--- src/io_map_pkg.sv ---
// Register map, reset values and timing constants of the serial I/O register bank
//
// Summary of operation
// 0-20 mA setpoint in microamps, max 20480
// 4-20 mA setpoint in per-mille, max 1000
// Voltage setpoint in millivolts, max 10240
// Outputs take safe pattern after reset, timeout
// Three split 32-bit packet counters, read/write
// Erroneous packets counted apart from all received
// Read-only identity register at offset zero
// Protocol mode register selects framing
// Wait reply delay milliseconds before each reply
// Watchdog timeout applies defaults; zero disables
// Mode zero is RTU, one is ASCII
// All data held as 16-bit registers
// Low word bits 15:0, high word 31:16
// Writes to read-only registers change nothing
package io_map_pkg;

   // Register address width and data width
   localparam int unsigned ADDR_W = 16;
   localparam int unsigned DATA_W = 16;

   // Register offsets
   localparam logic [15:0] OFS_IDENTITY = 16'h0000;
   localparam logic [15:0] OFS_NODE_ADDR = 16'h0001;
   localparam logic [15:0] OFS_LINE_SPEED = 16'h0002;
   localparam logic [15:0] OFS_FRAME_FORMAT = 16'h0003;
   localparam logic [15:0] OFS_PARITY = 16'h0004;
   localparam logic [15:0] OFS_REPLY_DELAY = 16'h0005;
   localparam logic [15:0] OFS_PROTOCOL_MODE = 16'h0006;
   localparam logic [15:0] OFS_LINK_TIMEOUT = 16'h0008;
   localparam logic [15:0] OFS_SAFE_PATTERN = 16'h000c;
   localparam logic [15:0] OFS_RX_LOW = 16'h0020;
   localparam logic [15:0] OFS_RX_HIGH = 16'h0021;
   localparam logic [15:0] OFS_BAD_LOW = 16'h0022;
   localparam logic [15:0] OFS_BAD_HIGH = 16'h0023;
   localparam logic [15:0] OFS_TX_LOW = 16'h0024;
   localparam logic [15:0] OFS_TX_HIGH = 16'h0025;
   localparam logic [15:0] OFS_INPUTS = 16'h0032;
   localparam logic [15:0] OFS_OUTPUTS = 16'h0033;
   localparam logic [15:0] OFS_CURRENT = 16'h0034;
   localparam logic [15:0] OFS_VOLTAGE = 16'h0035;

   // Reset values: 19200 baud, 8 data bits with 1 stop bit, no parity, RTU
   localparam logic [15:0] RST_LINE_SPEED = 16'h0003;
   localparam logic [15:0] RST_FRAME_FORMAT = 16'h0108;
   localparam logic [15:0] RST_PARITY = 16'h0000;
   localparam logic [15:0] RST_REPLY_DELAY = 16'h0000;
   localparam logic [15:0] RST_PROTOCOL_MODE = 16'h0000;
   localparam logic [15:0] RST_LINK_TIMEOUT = 16'h0000;
   localparam logic [15:0] RST_SAFE_PATTERN = 16'h0000;
   localparam logic [15:0] RST_SETPOINT = 16'h0000;

   // Setpoint limits
   localparam logic [15:0] CURRENT_MAX_UA = 16'h5000;
   localparam logic [15:0] CURRENT_MAX_PERMILLE = 16'h03e8;
   localparam logic [15:0] VOLTAGE_MAX_MV = 16'h2800;

   // Millisecond time base
   localparam int unsigned CLOCK_HZ = 125_000_000;
   localparam int unsigned MS_TIME_MS = 1;
   localparam int unsigned MS_CYCLES = CLOCK_HZ / 1000 * MS_TIME_MS;

   // Reply sequencing states
   typedef enum logic [0:0] {
      REPLY_IDLE = 1'b0,
      REPLY_WAIT = 1'b1
   } reply_state_type;

endpackage

--- src/ms_timer.sv ---
// One-shot countdown of whole milliseconds, used for reply delay and watchdog
`timescale 1ns/1ns
`default_nettype none
module ms_timer (
   // Clock and reset
   input wire logic clock,
   input wire logic rst,
   // Control
   input wire logic start,
   input wire logic stop,
   input wire logic msTick,
   input wire logic [15:0] limit,
   // Status
   output logic expired,
   output logic busy
);

   logic [15:0] count_q; // Milliseconds still to go
   logic busy_q; // Countdown running

   // Load on start, count ticks, stop itself once zero is seen
   always_ff @(posedge clock) begin
      if (rst || stop) begin
         busy_q <= 1'b0;
         count_q <= 16'h0000;
      end else if (start) begin
         busy_q <= 1'b1;
         count_q <= limit;
      end else if (busy_q) begin
         if (count_q == 16'h0000) begin
            busy_q <= 1'b0;
         end else if (msTick) begin
            count_q <= count_q - 16'h0001;
         end
      end
   end

   // Expiry lasts the single cycle in which zero is reached
   assign expired = busy_q && (count_q == 16'h0000);
   assign busy = busy_q;

endmodule
`default_nettype wire

--- src/stat_counter.sv ---
// 32-bit packet statistics counter reachable as two 16-bit words
`timescale 1ns/1ns
`default_nettype none
module stat_counter (
   // Clock and reset
   input wire logic clock,
   input wire logic rst,
   // Event and word writes
   input wire logic inc,
   input wire logic wrLow,
   input wire logic wrHigh,
   input wire logic [15:0] wdata,
   // Count
   output logic [31:0] value
);

   logic [31:0] count_q; // Running count
   logic [31:0] base; // Count with any written word merged in

   // word split of writes
   always_comb begin
      base = count_q;
      if (wrLow) begin
         base[15:0] = wdata;
      end
      if (wrHigh) begin
         base[31:16] = wdata;
      end
   end

   // An event in the same cycle as a write still counts on top of it
   always_ff @(posedge clock) begin
      if (rst) begin
         count_q <= 32'h0000_0000;
      end else begin
         count_q <= base + {31'h0000_0000, inc};
      end
   end

   assign value = count_q;

endmodule
`default_nettype wire

--- src/io_register_bank.sv ---
// Holding and input register bank of the serial I/O module with watchdog and reply timing
`timescale 1ns/1ns
`default_nettype none
module io_register_bank #(
   parameter int unsigned MS_CYCLES = io_map_pkg::MS_CYCLES, // Clock cycles per millisecond
   parameter int unsigned DIG_INS = 2, // Digital input pins
   parameter int unsigned DIG_OUTS = 2, // Digital output pins
   parameter logic [15:0] IDENTITY = 16'h0a51 // Arbitrary version and type code
) (
   // Clock and reset
   input wire logic clock,
   input wire logic rst,
   // Register access from the protocol engine
   input wire logic regWrite,
   input wire logic regRead,
   input wire logic [io_map_pkg::ADDR_W-1:0] regAddr,
   input wire logic [io_map_pkg::DATA_W-1:0] regWdata,
   output logic [io_map_pkg::DATA_W-1:0] regRdata,
   output logic regAck,
   output logic regError,
   // Packet events from the protocol engine
   input wire logic rxPacket,
   input wire logic rxBad,
   input wire logic txPacket,
   input wire logic validMsg,
   // Reply timing
   input wire logic replyReq,
   output logic replyGo,
   output logic replyBusy,
   // Line settings for the framer
   output logic [15:0] lineSpeed,
   output logic [15:0] frameFormat,
   output logic [15:0] paritySelect,
   output logic protocolAscii,
   // Module pins
   input wire logic [7:0] nodeAddrStrap,
   input wire logic [DIG_INS-1:0] digIn,
   output logic [DIG_OUTS-1:0] digOut,
   input wire logic currentRange4to20,
   output logic [15:0] currentSetpoint,
   output logic [15:0] voltageSetpoint,
   output logic watchdogTripped
);
   import io_map_pkg::*;

   // Configuration registers
   logic [15:0] lineSpeed_q;
   logic [15:0] frameFormat_q;
   logic [15:0] parity_q;
   logic [15:0] replyDelay_q;
   logic [15:0] protocolMode_q;
   logic [15:0] linkTimeout_q;
   logic [15:0] safePattern_q;
   // Process data registers
   logic [15:0] outputs_q;
   logic [15:0] current_q;
   logic [15:0] voltage_q;
   // Strapped node address, caught once after reset
   logic [7:0] nodeAddr_q;
   logic strapped_q;
   // Bus answer registers
   logic [15:0] rdata_q;
   logic ack_q;
   logic err_q;
   logic tripped_q;
   // Decode results
   logic known; // Address is mapped
   logic readOnly; // Address is an input register
   logic overRange; // Setpoint above its limit
   logic wrOk; // Write that takes effect
   logic [15:0] readData;
   logic [15:0] currentMax;
   // Time base and timers
   logic [31:0] msDiv_q;
   logic msTick;
   logic wdExpired;
   logic wdBusy;
   logic wdStart;
   logic wdStop;
   logic [15:0] wdLimit; // Timeout in force from this edge on
   logic dlyExpired;
   logic dlyBusy;
   reply_state_type replyState_q;
   // Counter values
   logic [31:0] rxCount;
   logic [31:0] badCount;
   logic [31:0] txCount;

   // Millisecond tick divider
   always_ff @(posedge clock) begin
      if (rst || msTick) begin
         msDiv_q <= 32'h0000_0000;
      end else begin
         msDiv_q <= msDiv_q + 32'h0000_0001;
      end
   end
   assign msTick = (msDiv_q == 32'(MS_CYCLES - 1));

   // Catch the address strap once, after reset has been released
   always_ff @(posedge clock) begin
      if (rst) begin
         nodeAddr_q <= 8'h00;
         strapped_q <= 1'b0;
      end else if (!strapped_q) begin
         nodeAddr_q <= nodeAddrStrap;
         strapped_q <= 1'b1;
      end
   end

   // Limit on current setpoint follows the selected range
   // microamp ceiling in 0-20 mA range
   // per-mille ceiling in 4-20 mA range
   assign currentMax = currentRange4to20 ? CURRENT_MAX_PERMILLE : CURRENT_MAX_UA;

   // Address decode; a refused write changes nothing at all
   always_comb begin
      known = 1'b1;
      readOnly = 1'b0;
      overRange = 1'b0;
      unique case (regAddr)
         // input registers refuse writes
         OFS_IDENTITY, OFS_NODE_ADDR, OFS_INPUTS: begin
            readOnly = 1'b1;
         end
         OFS_CURRENT: begin
            overRange = regWdata > currentMax;
         end
         // millivolt ceiling on voltage
         OFS_VOLTAGE: begin
            overRange = regWdata > VOLTAGE_MAX_MV;
         end
         OFS_LINE_SPEED, OFS_FRAME_FORMAT, OFS_PARITY, OFS_REPLY_DELAY, OFS_PROTOCOL_MODE,
         OFS_LINK_TIMEOUT, OFS_SAFE_PATTERN, OFS_OUTPUTS, OFS_RX_LOW, OFS_RX_HIGH,
         OFS_BAD_LOW, OFS_BAD_HIGH, OFS_TX_LOW, OFS_TX_HIGH: begin
            known = 1'b1;
         end
         default: begin
            known = 1'b0;
         end
      endcase
   end
   assign wrOk = regWrite && known && !readOnly && !overRange;

   // Configuration registers
   always_ff @(posedge clock) begin
      if (rst) begin
         lineSpeed_q <= RST_LINE_SPEED;
         frameFormat_q <= RST_FRAME_FORMAT;
         parity_q <= RST_PARITY;
         replyDelay_q <= RST_REPLY_DELAY;
         protocolMode_q <= RST_PROTOCOL_MODE;
         linkTimeout_q <= RST_LINK_TIMEOUT;
         safePattern_q <= RST_SAFE_PATTERN;
      end else if (wrOk) begin
         unique case (regAddr)
            OFS_LINE_SPEED: lineSpeed_q <= regWdata;
            OFS_FRAME_FORMAT: frameFormat_q <= regWdata;
            OFS_PARITY: parity_q <= regWdata;
            OFS_REPLY_DELAY: replyDelay_q <= regWdata;
            OFS_PROTOCOL_MODE: protocolMode_q <= regWdata;
            OFS_LINK_TIMEOUT: linkTimeout_q <= regWdata;
            OFS_SAFE_PATTERN: safePattern_q <= regWdata;
            default: begin
            end
         endcase
      end
   end

   // Process outputs; a watchdog trip overrides a write in the same cycle
   always_ff @(posedge clock) begin
      if (rst) begin
         // safe pattern from power-up
         outputs_q <= RST_SAFE_PATTERN;
         current_q <= RST_SETPOINT;
         voltage_q <= RST_SETPOINT;
      end else if (wdExpired) begin
         // timeout forces defaults
         outputs_q <= safePattern_q;
         current_q <= RST_SETPOINT;
         voltage_q <= RST_SETPOINT;
      end else if (wrOk) begin
         if (regAddr == OFS_OUTPUTS) begin
            outputs_q <= regWdata;
         end
         if (regAddr == OFS_CURRENT) begin
            current_q <= regWdata;
         end
         if (regAddr == OFS_VOLTAGE) begin
            voltage_q <= regWdata;
         end
      end
   end

   // three packet statistics counters
   stat_counter rxCounter (
      .clock(clock),
      .rst(rst),
      .inc(rxPacket),
      .wrLow(wrOk && (regAddr == OFS_RX_LOW)),
      .wrHigh(wrOk && (regAddr == OFS_RX_HIGH)),
      .wdata(regWdata),
      .value(rxCount)
   );
   // erroneous packets counted separately
   stat_counter badCounter (
      .clock(clock),
      .rst(rst),
      .inc(rxBad),
      .wrLow(wrOk && (regAddr == OFS_BAD_LOW)),
      .wrHigh(wrOk && (regAddr == OFS_BAD_HIGH)),
      .wdata(regWdata),
      .value(badCount)
   );
   stat_counter txCounter (
      .clock(clock),
      .rst(rst),
      .inc(txPacket),
      .wrLow(wrOk && (regAddr == OFS_TX_LOW)),
      .wrHigh(wrOk && (regAddr == OFS_TX_HIGH)),
      .wdata(regWdata),
      .value(txCount)
   );

   // Read multiplexer; every register is one 16-bit word
   // 16-bit register words
   always_comb begin
      readData = 16'h0000;
      unique case (regAddr)
         // identity at offset zero
         OFS_IDENTITY: readData = IDENTITY;
         OFS_NODE_ADDR: readData = {8'h00, nodeAddr_q};
         OFS_LINE_SPEED: readData = lineSpeed_q;
         OFS_FRAME_FORMAT: readData = frameFormat_q;
         OFS_PARITY: readData = parity_q;
         OFS_REPLY_DELAY: readData = replyDelay_q;
         OFS_PROTOCOL_MODE: readData = protocolMode_q;
         OFS_LINK_TIMEOUT: readData = linkTimeout_q;
         OFS_SAFE_PATTERN: readData = safePattern_q;
         // low then high word
         OFS_RX_LOW: readData = rxCount[15:0];
         OFS_RX_HIGH: readData = rxCount[31:16];
         OFS_BAD_LOW: readData = badCount[15:0];
         OFS_BAD_HIGH: readData = badCount[31:16];
         OFS_TX_LOW: readData = txCount[15:0];
         OFS_TX_HIGH: readData = txCount[31:16];
         OFS_INPUTS: readData = 16'(digIn);
         OFS_OUTPUTS: readData = outputs_q;
         OFS_CURRENT: readData = current_q;
         OFS_VOLTAGE: readData = voltage_q;
         default: readData = 16'h0000;
      endcase
   end

   // Answer one cycle after each access; read data holds until the next read
   always_ff @(posedge clock) begin
      if (rst) begin
         rdata_q <= 16'h0000;
         ack_q <= 1'b0;
         err_q <= 1'b0;
      end else begin
         ack_q <= regRead || regWrite;
         err_q <= (regRead && !known) || (regWrite && !wrOk);
         if (regRead) begin
            rdata_q <= readData;
         end
      end
   end

   // Watchdog: restarted by each valid message or a new timeout value
   // A timeout written now is loaded at once, as the register itself only takes it at this edge
   assign wdLimit = (wrOk && (regAddr == OFS_LINK_TIMEOUT)) ? regWdata : linkTimeout_q;
   // zero timeout disables
   assign wdStop = (wdLimit == 16'h0000);
   assign wdStart = validMsg || (wrOk && (regAddr == OFS_LINK_TIMEOUT));
   ms_timer watchdog (
      .clock(clock),
      .rst(rst),
      .start(wdStart),
      .stop(wdStop),
      .msTick(msTick),
      .limit(wdLimit),
      .expired(wdExpired),
      .busy(wdBusy)
   );

   // Sticky trip indication, cleared by the next valid message; a trip in the same cycle wins
   always_ff @(posedge clock) begin
      if (rst) begin
         tripped_q <= 1'b0;
      end else if (wdExpired) begin
         tripped_q <= 1'b1;
      end else if (validMsg) begin
         tripped_q <= 1'b0;
      end
   end

   // reply held back by reply delay
   ms_timer replyTimer (
      .clock(clock),
      .rst(rst),
      .start(replyReq && (replyState_q == REPLY_IDLE)),
      .stop(1'b0),
      .msTick(msTick),
      .limit(replyDelay_q),
      .expired(dlyExpired),
      .busy(dlyBusy)
   );

   // Reply sequencing; a request while waiting is ignored
   always_ff @(posedge clock) begin
      if (rst) begin
         replyState_q <= REPLY_IDLE;
      end else begin
         unique case (replyState_q)
            REPLY_IDLE: begin
               if (replyReq) begin
                  replyState_q <= REPLY_WAIT;
               end
            end
            REPLY_WAIT: begin
               if (dlyExpired) begin
                  replyState_q <= REPLY_IDLE;
               end
            end
         endcase
      end
   end

   // Outputs
   assign replyGo = dlyExpired && (replyState_q == REPLY_WAIT);
   assign replyBusy = (replyState_q == REPLY_WAIT);
   assign regRdata = rdata_q;
   assign regAck = ack_q;
   assign regError = err_q;
   assign lineSpeed = lineSpeed_q;
   assign frameFormat = frameFormat_q;
   assign paritySelect = parity_q;
   // framing from protocol mode
   // value one means ASCII
   assign protocolAscii = (protocolMode_q == 16'h0001);
   assign digOut = outputs_q[DIG_OUTS-1:0];
   assign currentSetpoint = current_q;
   assign voltageSetpoint = voltage_q;
   assign watchdogTripped = tripped_q;
endmodule
`default_nettype wire

--- config.mk ---
export PLATFORM = sky130hd
export DESIGN_NAME = io_register_bank
export DESIGN_NICKNAME = d
export VERILOG_FILES = /design/src/io_map_pkg.sv /design/src/ms_timer.sv /design/src/stat_counter.sv /design/src/io_register_bank.sv
export SDC_FILE = /design/constraint.sdc
export NUM_CORES = 1
export LEC_CHECK = 0
export ABC_AREA = 1
export BUFFER_PORTS_ARGS = -buffer_cell sky130_fd_sc_hd__clkbuf_2
export CAP_MARGIN = 20
export CELL_PAD_IN_SITES_DETAIL_PLACEMENT = 2
export CELL_PAD_IN_SITES_GLOBAL_PLACEMENT = 2
export CORE_MARGIN = 10
export CORE_UTILIZATION = 36
export DETAILED_ROUTE_END_ITERATION = 6
export PLACE_DENSITY = 0.93
export SETUP_SLACK_MARGIN = 0.5
export SLEW_MARGIN = 20
export SYNTH_ARGS = -nofsm -noshare
export SYNTH_HDL_FRONTEND = slang
export SYNTH_SLANG_ARGS = --single-unit
--- constraint.sdc ---
create_clock -name clock -period 9.4 [get_ports clock]
set_input_delay 0.47 -clock clock [delete_from_list [all_inputs] [get_ports clock]]
set_output_delay 0.47 -clock clock [all_outputs]
set_load 0.02 [all_outputs]
# Word level (Yosys, flattened, before mapping)
# Index checks and enable logic that the tools add are counted.
[totals]
wordCells = 142
output_inout_bits = 104
register_bits = 351
input_bits = 52
[op_classes]
n_bitwise = 1
magnitude_cmp = 2
n_addsub = 6
n_reduce_logical = 51
n_eq_ne = 22
n_mux = 35
[op_table]
columns = ["cell", "n"]
rows = [
  ["16-bit one-hot mux with 19 select lines", 1],
  ["16-bit 2-to-1 mux", 18],
  ["16-bit by 6-bit == test with 1-bit output (second input constant)", 10],
  ["32-bit by 1-bit adder with 32-bit output", 3],
  ["16-bit zero test", 4],
  ["16-bit by 3-bit == test with 1-bit output (second input constant)", 3],
  ["32-bit by 1-bit adder with 32-bit output (second input constant)", 1],
  ["16-bit by 1-bit == test with 1-bit output (second input constant)", 2],
  ["16-bit by 2-bit == test with 1-bit output (second input constant)", 2],
  ["16-bit by 4-bit == test with 1-bit output (second input constant)", 2],
  ["32-bit by 17-bit == test with 1-bit output (second input constant)", 1],
  ["16-bit by 1-bit subtractor with 16-bit output (second input constant)", 2],
  ["2-bit AND reduction", 10],
  ["19-bit OR reduction", 1],
  ["16-bit by 14-bit > comparator with 1-bit output (second input constant)", 1],
  ["16-bit by 15-bit > comparator with 1-bit output", 1],
  ["1-bit logical AND", 16],
  ["15-bit 2-to-1 mux", 1],
  ["2-bit nonzero test", 7],
  ["1-bit 2-to-1 mux", 13],
  ["3-bit AND reduction", 2],
  ["1-bit logical OR", 5],
  ["1-bit zero test", 4],
  ["2-bit by 1-bit inequality test with 1-bit output (second input constant)", 2],
  ["4 further kinds", 5],
]

# Depth between registers and ports, before layout
# Gate-level depths: netlist (run 1).
[depth]
word_depth = 10
depth_mapped = 25
ltp_nobuf = 24

# Hierarchy
# From an unflattened synthesis (run 1), not the netlist that was laid out.
[unflattened]
hier_cells = 3187
area_unflattened_um2 = 21181.6
[modules_own_cells]
columns = ["mod", "instances", "seq_area_each_um2", "area_per_inst_um2", "cells_per_inst"]
rows = [
  ["io_register_bank", 1, 4424.2, 12001.5, 1675],
  ["stat_counter (badCounter ...)", 2, 640.6, 2205.9, 362],
  ["ms_timer", 2, 340.3, 1283.7, 217],
  ["stat_counter (txCounter)", 1, 640.6, 2200.9, 354],
]

# Least setup slack after synthesis (run 1)
# OpenSTA, ideal clock, no wires.
[synth_path]
path_type = "input port to flip-flop"
start = "input port currentRange4to20"
end = "register rxCounter.count_q[24], in the netlist rxCounter.value[24]"
setup_ps = 115
t_arrival_ps = 3166
slack_ps = 6119
required_ps = 9285
cell_stages = 22
path_buffers = 1
cell_sequence = "inv_1 -> ha_1 -> nand2_1 -> nor2_1 -> nand2_1 -> nor2_1 -> nor2_1 -> nand2_1 -> nand2_2 -> nor2_8 -> nand3_2 -> buf_4 -> o21ai_0 -> ha_1 -> ha_1 -> nand2_1 -> nor2_2 -> nand2_1 -> nor2_2 -> nand3_1 -> nand2_1 -> nor2_1"
[synth_via]
elab_chain_len = 8
elab_cells_between_ends = 10
cone_classes = "add/sub: 1; order compare: 1; mux: 4; reduce/logical: 4"
[synth_rtl]
columns = ["item", "line_no", "text"]
rows = [
  ["from (decl)", "io_register_bank.sv:39", "input wire logic currentRange4to20,"],
  ["15-bit 2-to-1 mux *", "io_register_bank.sv:113", "assign currentMax = currentRange4to20 ? CURRENT_MAX_PERMILLE : CURRENT_MAX_UA;"],
  ["16-bit by 15-bit > comparator with 1-bit output *", "io_register_bank.sv:126", "overRange = regWdata > currentMax;"],
  ["1-bit one-hot mux with 2 select lines *", "io_register_bank.sv:120", "unique case (regAddr)"],
  ["1-bit zero test *", "io_register_bank.sv:142", "assign wrOk = regWrite && known && !readOnly && !overRange;"],
  ["1-bit logical AND *", "io_register_bank.sv:142", ""],
  ["1-bit logical AND, on equally long branches", "io_register_bank.sv:199, io_register_bank.sv:200", ""],
  ["16-bit 2-to-1 mux, on equally long branches", "stat_counter.sv:23, stat_counter.sv:26", ""],
  ["32-bit by 1-bit adder with 32-bit output *", "stat_counter.sv:36", "count_q <= base + {31'h0000_0000, inc};"],
  ["to (signal assigned)", "stat_counter.sv:36", ""],
  ["to (decl)", "stat_counter.sv:17", "logic [31:0] count_q;"],
]
# Every way passes the cells marked *; elsewhere a longest branch is shown, timed or not.
# A chain may end at the register's enable or synchronous reset.

# Worst setup path after layout (run 1)
[layout_path]
start = "input port regWdata[14] (netlist name)"
end = "register txCounter.count_q[12], in the netlist txCounter.value[12]"
[layout_via]
elab_chain_len = 7
elab_cells_between_ends = 8
cone_classes = "add/sub: 1; order compare: 2; mux: 2; reduce/logical: 3"
[layout_rtl]
columns = ["item", "line_no", "text"]
rows = [
  ["from (decl)", "io_register_bank.sv:17", "input wire logic [io_map_pkg::DATA_W-1:0] regWdata,"],
  ["16-bit by 14-bit > comparator with 1-bit output / 16-bit by 15-bit > comparator with 1-bit output (equally long branches)", "io_register_bank.sv:130, io_register_bank.sv:126", ""],
  ["1-bit one-hot mux with 2 select lines *", "io_register_bank.sv:120", ""],
  ["1-bit zero test *", "io_register_bank.sv:142", ""],
  ["1-bit logical AND *", "io_register_bank.sv:142", ""],
  ["1-bit logical AND *", "io_register_bank.sv:218", ".wrLow(wrOk && (regAddr == OFS_TX_LOW)),"],
  ["16-bit 2-to-1 mux *", "stat_counter.sv:23", "if (wrLow) begin"],
  ["32-bit by 1-bit adder with 32-bit output *", "stat_counter.sv:36", ""],
  ["to (signal assigned)", "stat_counter.sv:36", ""],
  ["to (decl)", "stat_counter.sv:17", ""],
]
# Marked as above.

==> results.toml, run 1 <==
[status]
status = "finished with violations"
violations = "DRC"

[timing]
layout_min_cycle_time_ps = 5420
rsz0062_at_grt = "no"
max_slew.worst_pin.slew_ps = 1300
fin_setup_tns_ps = 0
finalHoldViolCount = 0
final.period_utilization = 0.577
slew_headroom = 0.126
slew_violations = 0
fin_skew_ps = 55.2
setup-violations-final = 0
worst_hold_slack_ps = 137
fmaxAchievable_ghz = 0.185

[critical_path]
critical_path_class = "input pin to register"
cp_max_fo = 59
cp-end-kind = "register"
cp.arrival_ps = 5930
critical_path.startpoint_type = "input pin"
worstPathRequired_ps = 9910
crit_start = "regWdata[14]"
crit-reg2reg-launch = "watchdog.count_q[0]"

[drt]
drc = 4
drt_wl_total_um = 120000
drt-pass1-iter-count = 7
ant_nets = 0
drt-wirelength-per-cell_um = 32.1
first_iter_violations = 2596
viasPerCell = 6.39
vias = 23900

[synth]
yosysSeqAreaShare = 0.365
yosys-top-cells-area = "dfxtp_1 (37%), nand2_1 (12%), nor2_1 (8.0%)"
synth_most_common_cell = "nand2_1"
synth-edff-count = 0
syn_area_sq_um = 19200
ys.flop_type = "dfxtp_1"
yosysTopAreaCellShare = 0.365
synth_seq_cells = 351
yosys.area.top_type = "dfxtp_1"
ys.warnings.count = 0
synth_common_cells = "nand2_1 (635), nor2_1 (408), dfxtp_1 (351)"
synth-async-reset-ratio = 0
syn_nets = 3018
synth.avg_cell_area_sq_um = 6.53
syn_inst = 2948
synth.distinct_cells = 49

[power_and_ir_drop]
p_sw_frac = 0.276
p_sw_uw = 968
intPower_mw = 2.54
leakagePower_nw = 8.43
ir_drop_mv = 0.134
clock_power_share = 0.510
pwr-share-comb = 0.061
power_frac_seq = 0.429
finalPower_mw = 3.51
powerDensity_nw_per_um2 = 161

[floorplanning]
dieArea_sq_um = 63100
ios = 156
rows = 84
die_w_um = 251
die_y_um = 251
start_util = 0.365
coreArea_sq_um = 52800

[clock_network]
ctsResizeCount = 0
cts_root_buffer = "clkbuf_16"
cts_max_path_buffers = 3
ctsHoldBuffers = 0
htree_num_levels = 2
clkTransAtPathRegs_ps = 70
cts_num_sinks = 351
cts_buffers = 43
cts_tree = "done"
clock_latency_ps = 650
cts_setup_buffers = 0

[grt]
antenna_found_initial = 16
grt_pass1_vias = 25300
grtUsageTotal = 0.372
grt-ovfl-total = 0
grt_max_degree = 113
grt_first_pass_wirelength_um = 176000

[finish]
drive_gt1_frac = 0.103
fin_area_sq_um = 21800
multi_input_area_sq_um = 10300
nFillCells = 6299
final-seq-area_sq_um = 7030
fin_nets = 3090
area_growth_syn_to_layout_pct = 13.5

[flow_run]
drv_cap = 0

[place]
post_dp_cell_area_sq_um = 20400
port_buffers = 155
dp_hpwl_um = 79800
routabilityCongestion = 1.01

[min_path]
min_from = "nodeAddrStrap[2]"
hp-class = "input pin to register"
## stage by stage
| stage | utilization | worst slack (ps) | std cells |
|---|---|---|---|
| floorplan | - | 6120 | 2948 |
| detailed placement | 0.386 | 3680 | 3662 |
| global placement | 0.386 | 4170 | 3662 |
| finish | 0.414 | 3980 | 3746 |
| global route | 0.413 | 3810 | 3737 |
| CTS | 0.413 | 4170 | 3736 |
## cells by family (layout without fill, tap and decap cells)
| logic type | Yosys count | count (layout) | synth area share |
|---|---|---|---|
| AO/OA/AOI/OAI | 652 | 652 | 0.189 |
| XOR/XNOR | 28 | 28 | 0.0127 |
| adder cells (fa/ha/maj) | 18 | 18 | 0.0117 |
| buffers and inverters | 491 | 592 | 0.103 |
| flip-flops | 351 | 351 | 0.365 |
| other | 0 | 9 | 0 |
| AND/OR/NAND/NOR | 1408 | 1408 | 0.318 |
## layer usage
layer  vias up  wire [um]  GRT usage
li1       9914          -          -
met1     11900      43000      0.404
met2      1513      53300      0.583
met3       593      12800      0.135
met4        12      11100      0.293
met5         -         77    0.00231
## worst max-delay path, cell delays in order
cell	delay, ps
clkbuf_2	470
ha_1	550
nand2_1	70
nor3_1	280
nand2_1	160
nor2_1	130
nor2_1	60
nand2_1	110
nand2_2	90
nor2_8	460
buf_4	680
nand3_2	440
o21ai_0	310
ha_1	240
ha_1	220
nand3_1	130
nor2_2	250
nand2_1	230
nor2_1	230
nand3_1	110
a21oi_1	180
## area by class of cell
| class | count | area share |
|---|---|---|
| multi-input cells | 2106 | 0.470 |
| flip-flops and latches | 351 | 0.322 |
| inverters | 339 | 0.0585 |
| clock buffers | 61 | 0.0565 |
| repair buffers | 179 | 0.0438 |
| well taps | 688 | 0.0394 |
| clock inverters | 13 | 0.00894 |
| diodes | 9 | 0.00103 |
## placed cells by master, fill, tap and decap left out, types with 20 or more instances in the layout
cell type and n:
a221oi_1 57, o21ai_0 260, buf_4 24, nand3_1 119
inv_1 328, a21oi_1 251, clkbuf_16 43, nand2_1 633
dfxtp_1 351, clkbuf_2 155, nor2_2 22, nor2_1 405
nand4_1 121, xor2_1 20, nor3_1 27
## power groups by stage
stage / Clock, mW / Sequential (mW) / Combinational [mW]
global placement: 0 / 1.54 / 0.176
CTS: 1.78 / 1.50 / 0.201
floorplan: 0 / 1.53 / 0.106
global route: 1.84 / 1.51 / 0.219
detailed placement: 0 / 1.54 / 0.192
finish: 1.79 / 1.51 / 0.214
## registers in the layout, summed over array words and instances (netlist names), 8 cells and up
| signal | cells |
|---|---|
| badCounter.value | 32 |
| msDiv_q | 32 |
| rxCounter.value | 32 |
| txCounter.value | 32 |
| currentSetpoint | 16 |
| frameFormat | 16 |
| lineSpeed | 16 |
| linkTimeout_q | 16 |
| outputs_q | 16 |
| paritySelect | 16 |
| protocolMode_q | 16 |
| regRdata | 16 |
| replyDelay_q | 16 |
| replyTimer.count_q | 16 |
| safePattern_q | 16 |
| voltageSetpoint | 16 |
| watchdog.count_q | 16 |
| nodeAddr_q | 8 |
## worst paths after layout
check / end / slack (ps) / depth (start not counted)
worst min register to register: regRdata[15] / 470 / 2
worst min-delay path: nodeAddr_q[2] / 140 / 3
worst max register to register: outputs_q[15] / 5660 / 10
worst max-delay path: txCounter.value[12] / 3980 / 21
No activity file was read; power rests on OpenSTA's default activity.
==> run 2, diff against run 1 <==
Settings changed: ABC_AREA 1 to 0, CORE_UTILIZATION 36 to 33, PLACE_DENSITY 0.93 to 0.84.
Clock period 9.4 ns to 4.5 ns, I/O delays scaled along.
==> results.toml, run 2 <==
[critical_path]
cp.arrival_ps = 4320
critical_path_class = "input pin to register"
critPathMaxStageDelay_ps = 390
critical_path.most_common_cell = "ha_1"
critical_path.startpoint_type = "input pin"
worstPathRequired_ps = 5010
crit_buf_inv = 2
crit_slowest_cell = "o31ai_4"
cp-end-kind = "register"
crit_family = "simple AND/OR/NAND/NOR gates"
worstPathCellList = "clkbuf_2 > inv_1 > ha_1 > and4_1 > nand2_1 > o31ai_4 > nor3_1 > nor3_2 > mux2_2 > ha_1 > ha_1 > nand3_1 > nor2_1 > and4_1 > nand3_1 > a31oi_4 > o211ai_1 > or2_0 > a21oi_1"
r2r_slack_ps = 1140
cp_max_fo = 8

[timing]
finalHoldViolCount = 0
fin_skew_ps = 50.4
fmaxAchievable_ghz = 0.263
final.period_utilization = 0.845
max_slew.worst_pin.slew_ps = 1220
setup-violations-final = 0
rsz0062_at_grt = "no"
slew_violations = 0
fin_ws_ps = 697
slew_headroom = 0.178
layout_min_cycle_time_ps = 3800

[status]
status = "finished with violations"
violations = "DRC"

[drt]
drt_wl_total_um = 106000
vias = 20700
drt-wirelength-per-cell_um = 32.3
viasPerCell = 6.30
drt-pass1-iter-count = 7
drc = 1
first_iter_violations = 2251
ant_nets = 0

[finish]
drive_gt1_frac = 0.158
final_cell_mix = "dfxtp_1 (351), nor2_1 (321), nand2_1 (287), mux2i_1 (170), clkbuf_2 (154)"
nFillCells = 6450
fin_area_sq_um = 22600
area_growth_syn_to_layout_pct = 18.5
layout_commonest_cell = "dfxtp_1"
fin_nets = 2556

[grt]
grt_pass1_vias = 21600
grtUsageMet1 = 0.372
use_met3 = 0.0616
grt-busiest-layer = "met2"
grt-ovfl-total = 0
met2_usage = 0.489
grt_first_pass_wirelength_um = 152000
grtUsageTotal = 0.302
antenna_found_initial = 4
grt_max_degree = 206

[synth]
yosys-top-cells-area = "dfxtp_1 (37%), mux2i_1 (8.9%), nor2_1 (6.3%)"
synth.distinct_cells = 79
synth-async-reset-ratio = 0
syn_inst = 2346
syn_nets = 2416
ys.warnings.count = 0
synth_most_common_cell = "dfxtp_1"
synth.avg_cell_area_sq_um = 8.13
ys.flop_type = "dfxtp_1"
yosys.area.top_type = "dfxtp_1"
syn_area_sq_um = 19100
yosysSeqAreaShare = 0.369
synth_seq_cells = 351
synth_common_cells = "dfxtp_1 (351), nor2_1 (322), nand2_1 (288)"
synth-edff-count = 0
yosysTopAreaCellShare = 0.369

[place]
dp_hpwl_um = 75200
port_buffers = 155
dp_slack_ps = -165
post_dp_cell_area_sq_um = 20900
routabilityCongestion = 0.971

[floorplanning]
dieArea_sq_um = 67800
die_y_um = 260
ios = 156
coreArea_sq_um = 57500
die_w_um = 260
rows = 88
start_util = 0.332

[clock_network]
cts_max_path_buffers = 3
cts_buffers = 42
clock_latency_ps = 610
cts_root_buffer = "clkbuf_16"
cts_tree = "done"
htree_num_levels = 2
cts_num_sinks = 351
clkTransAtPathRegs_ps = 60

[power_and_ir_drop]
finalPower_mw = 7.40
powerDensity_nw_per_um2 = 328
leakagePower_nw = 8.40
ir_drop_mv = 0.224

[flow_run]
drv_cap = 0

[min_path]
hp-class = "input pin to register"
## run 2: changes by cell type after synthesis, moves of 44 or more
cell and change:
mux2i_1 +170, a22oi_1 +45, xor2_1 +50, xnor2_1 +79, o21ai_0 -200, nand4_1 -60, a21oi_1 -122, nand2_1 -347
inv_1 -311, nor3_1 +44, nor2_1 -86
## run 2: power breakdown
group	total, mW	internal (mW)	switching [mW]
combinational	0.519	0.137	0.382
clock	3.71	2.15	1.56
sequential	3.18	3.14	0.0396
## run 2: layout make-up
type,count,area (sq um),area share
Multi-Input combinational cell,1805,11400,0.505
Sequential cell,351,7030,0.311
Timing Repair Buffer,268,1670,0.0739
Clock buffer,61,1270,0.0564
Tap cell,765,957,0.0424
Clock inverter,14,189,0.00837
Inverter,18,67.6,0.00299
Antenna cell,1,2.50,0.000111
## run 2: final timing paths
check | startpoint | to | depth (start not counted)
worst min-delay path | rst | replyDelay_q[2] | 2
worst min register to register | msDiv_q[0] | msDiv_q[0] | 1
worst max register to register | watchdog.count_q[5] | outputs_q[3] | 8
worst max-delay path | currentRange4to20 | txCounter.value[30] | 19
## run 2: cells by family after synthesis
kind of cell	after synthesis	share of synthesized area
buffers and inverters	190	0.0421
muxes	178	0.0940
and+or+nand+nor	1026	0.259
AOI/OAI and AO/OA	426	0.153
xor gates and xnor gates	157	0.0721
DFF	351	0.369
adders and majority gates	18	0.0118
## run 2: layer usage
metal,up-vias,wire length (um)
li1,8708,-
met1,10600,42300
met2,1065,48600
met3,321,8810
met5,-,11
met4,2,6360
## run 2: timing repair
item | 4_1_cts | 5_1_grt
gates cloned | 0 | 1
endpoints found under the hold margin | 9 | 0
pin swaps | 0 | 3
hold buffers | 9 | 0
buffers inserted | 0 | 3
endpoints found under the setup margin | 7 | 11
resized for setup | 2 | 7
## run 2: metrics by stage
stage	TNS (ps)	hold WS [ps]	utilization	cells
floorplan	0	369	-	2346
global placement	-85.3	427	0.364	3194
detailed placement	-834	442	0.364	3194
CTS	0	47.7	0.392	3278
global route	0	66.6	0.393	3282
finish	0	60.7	0.393	3283
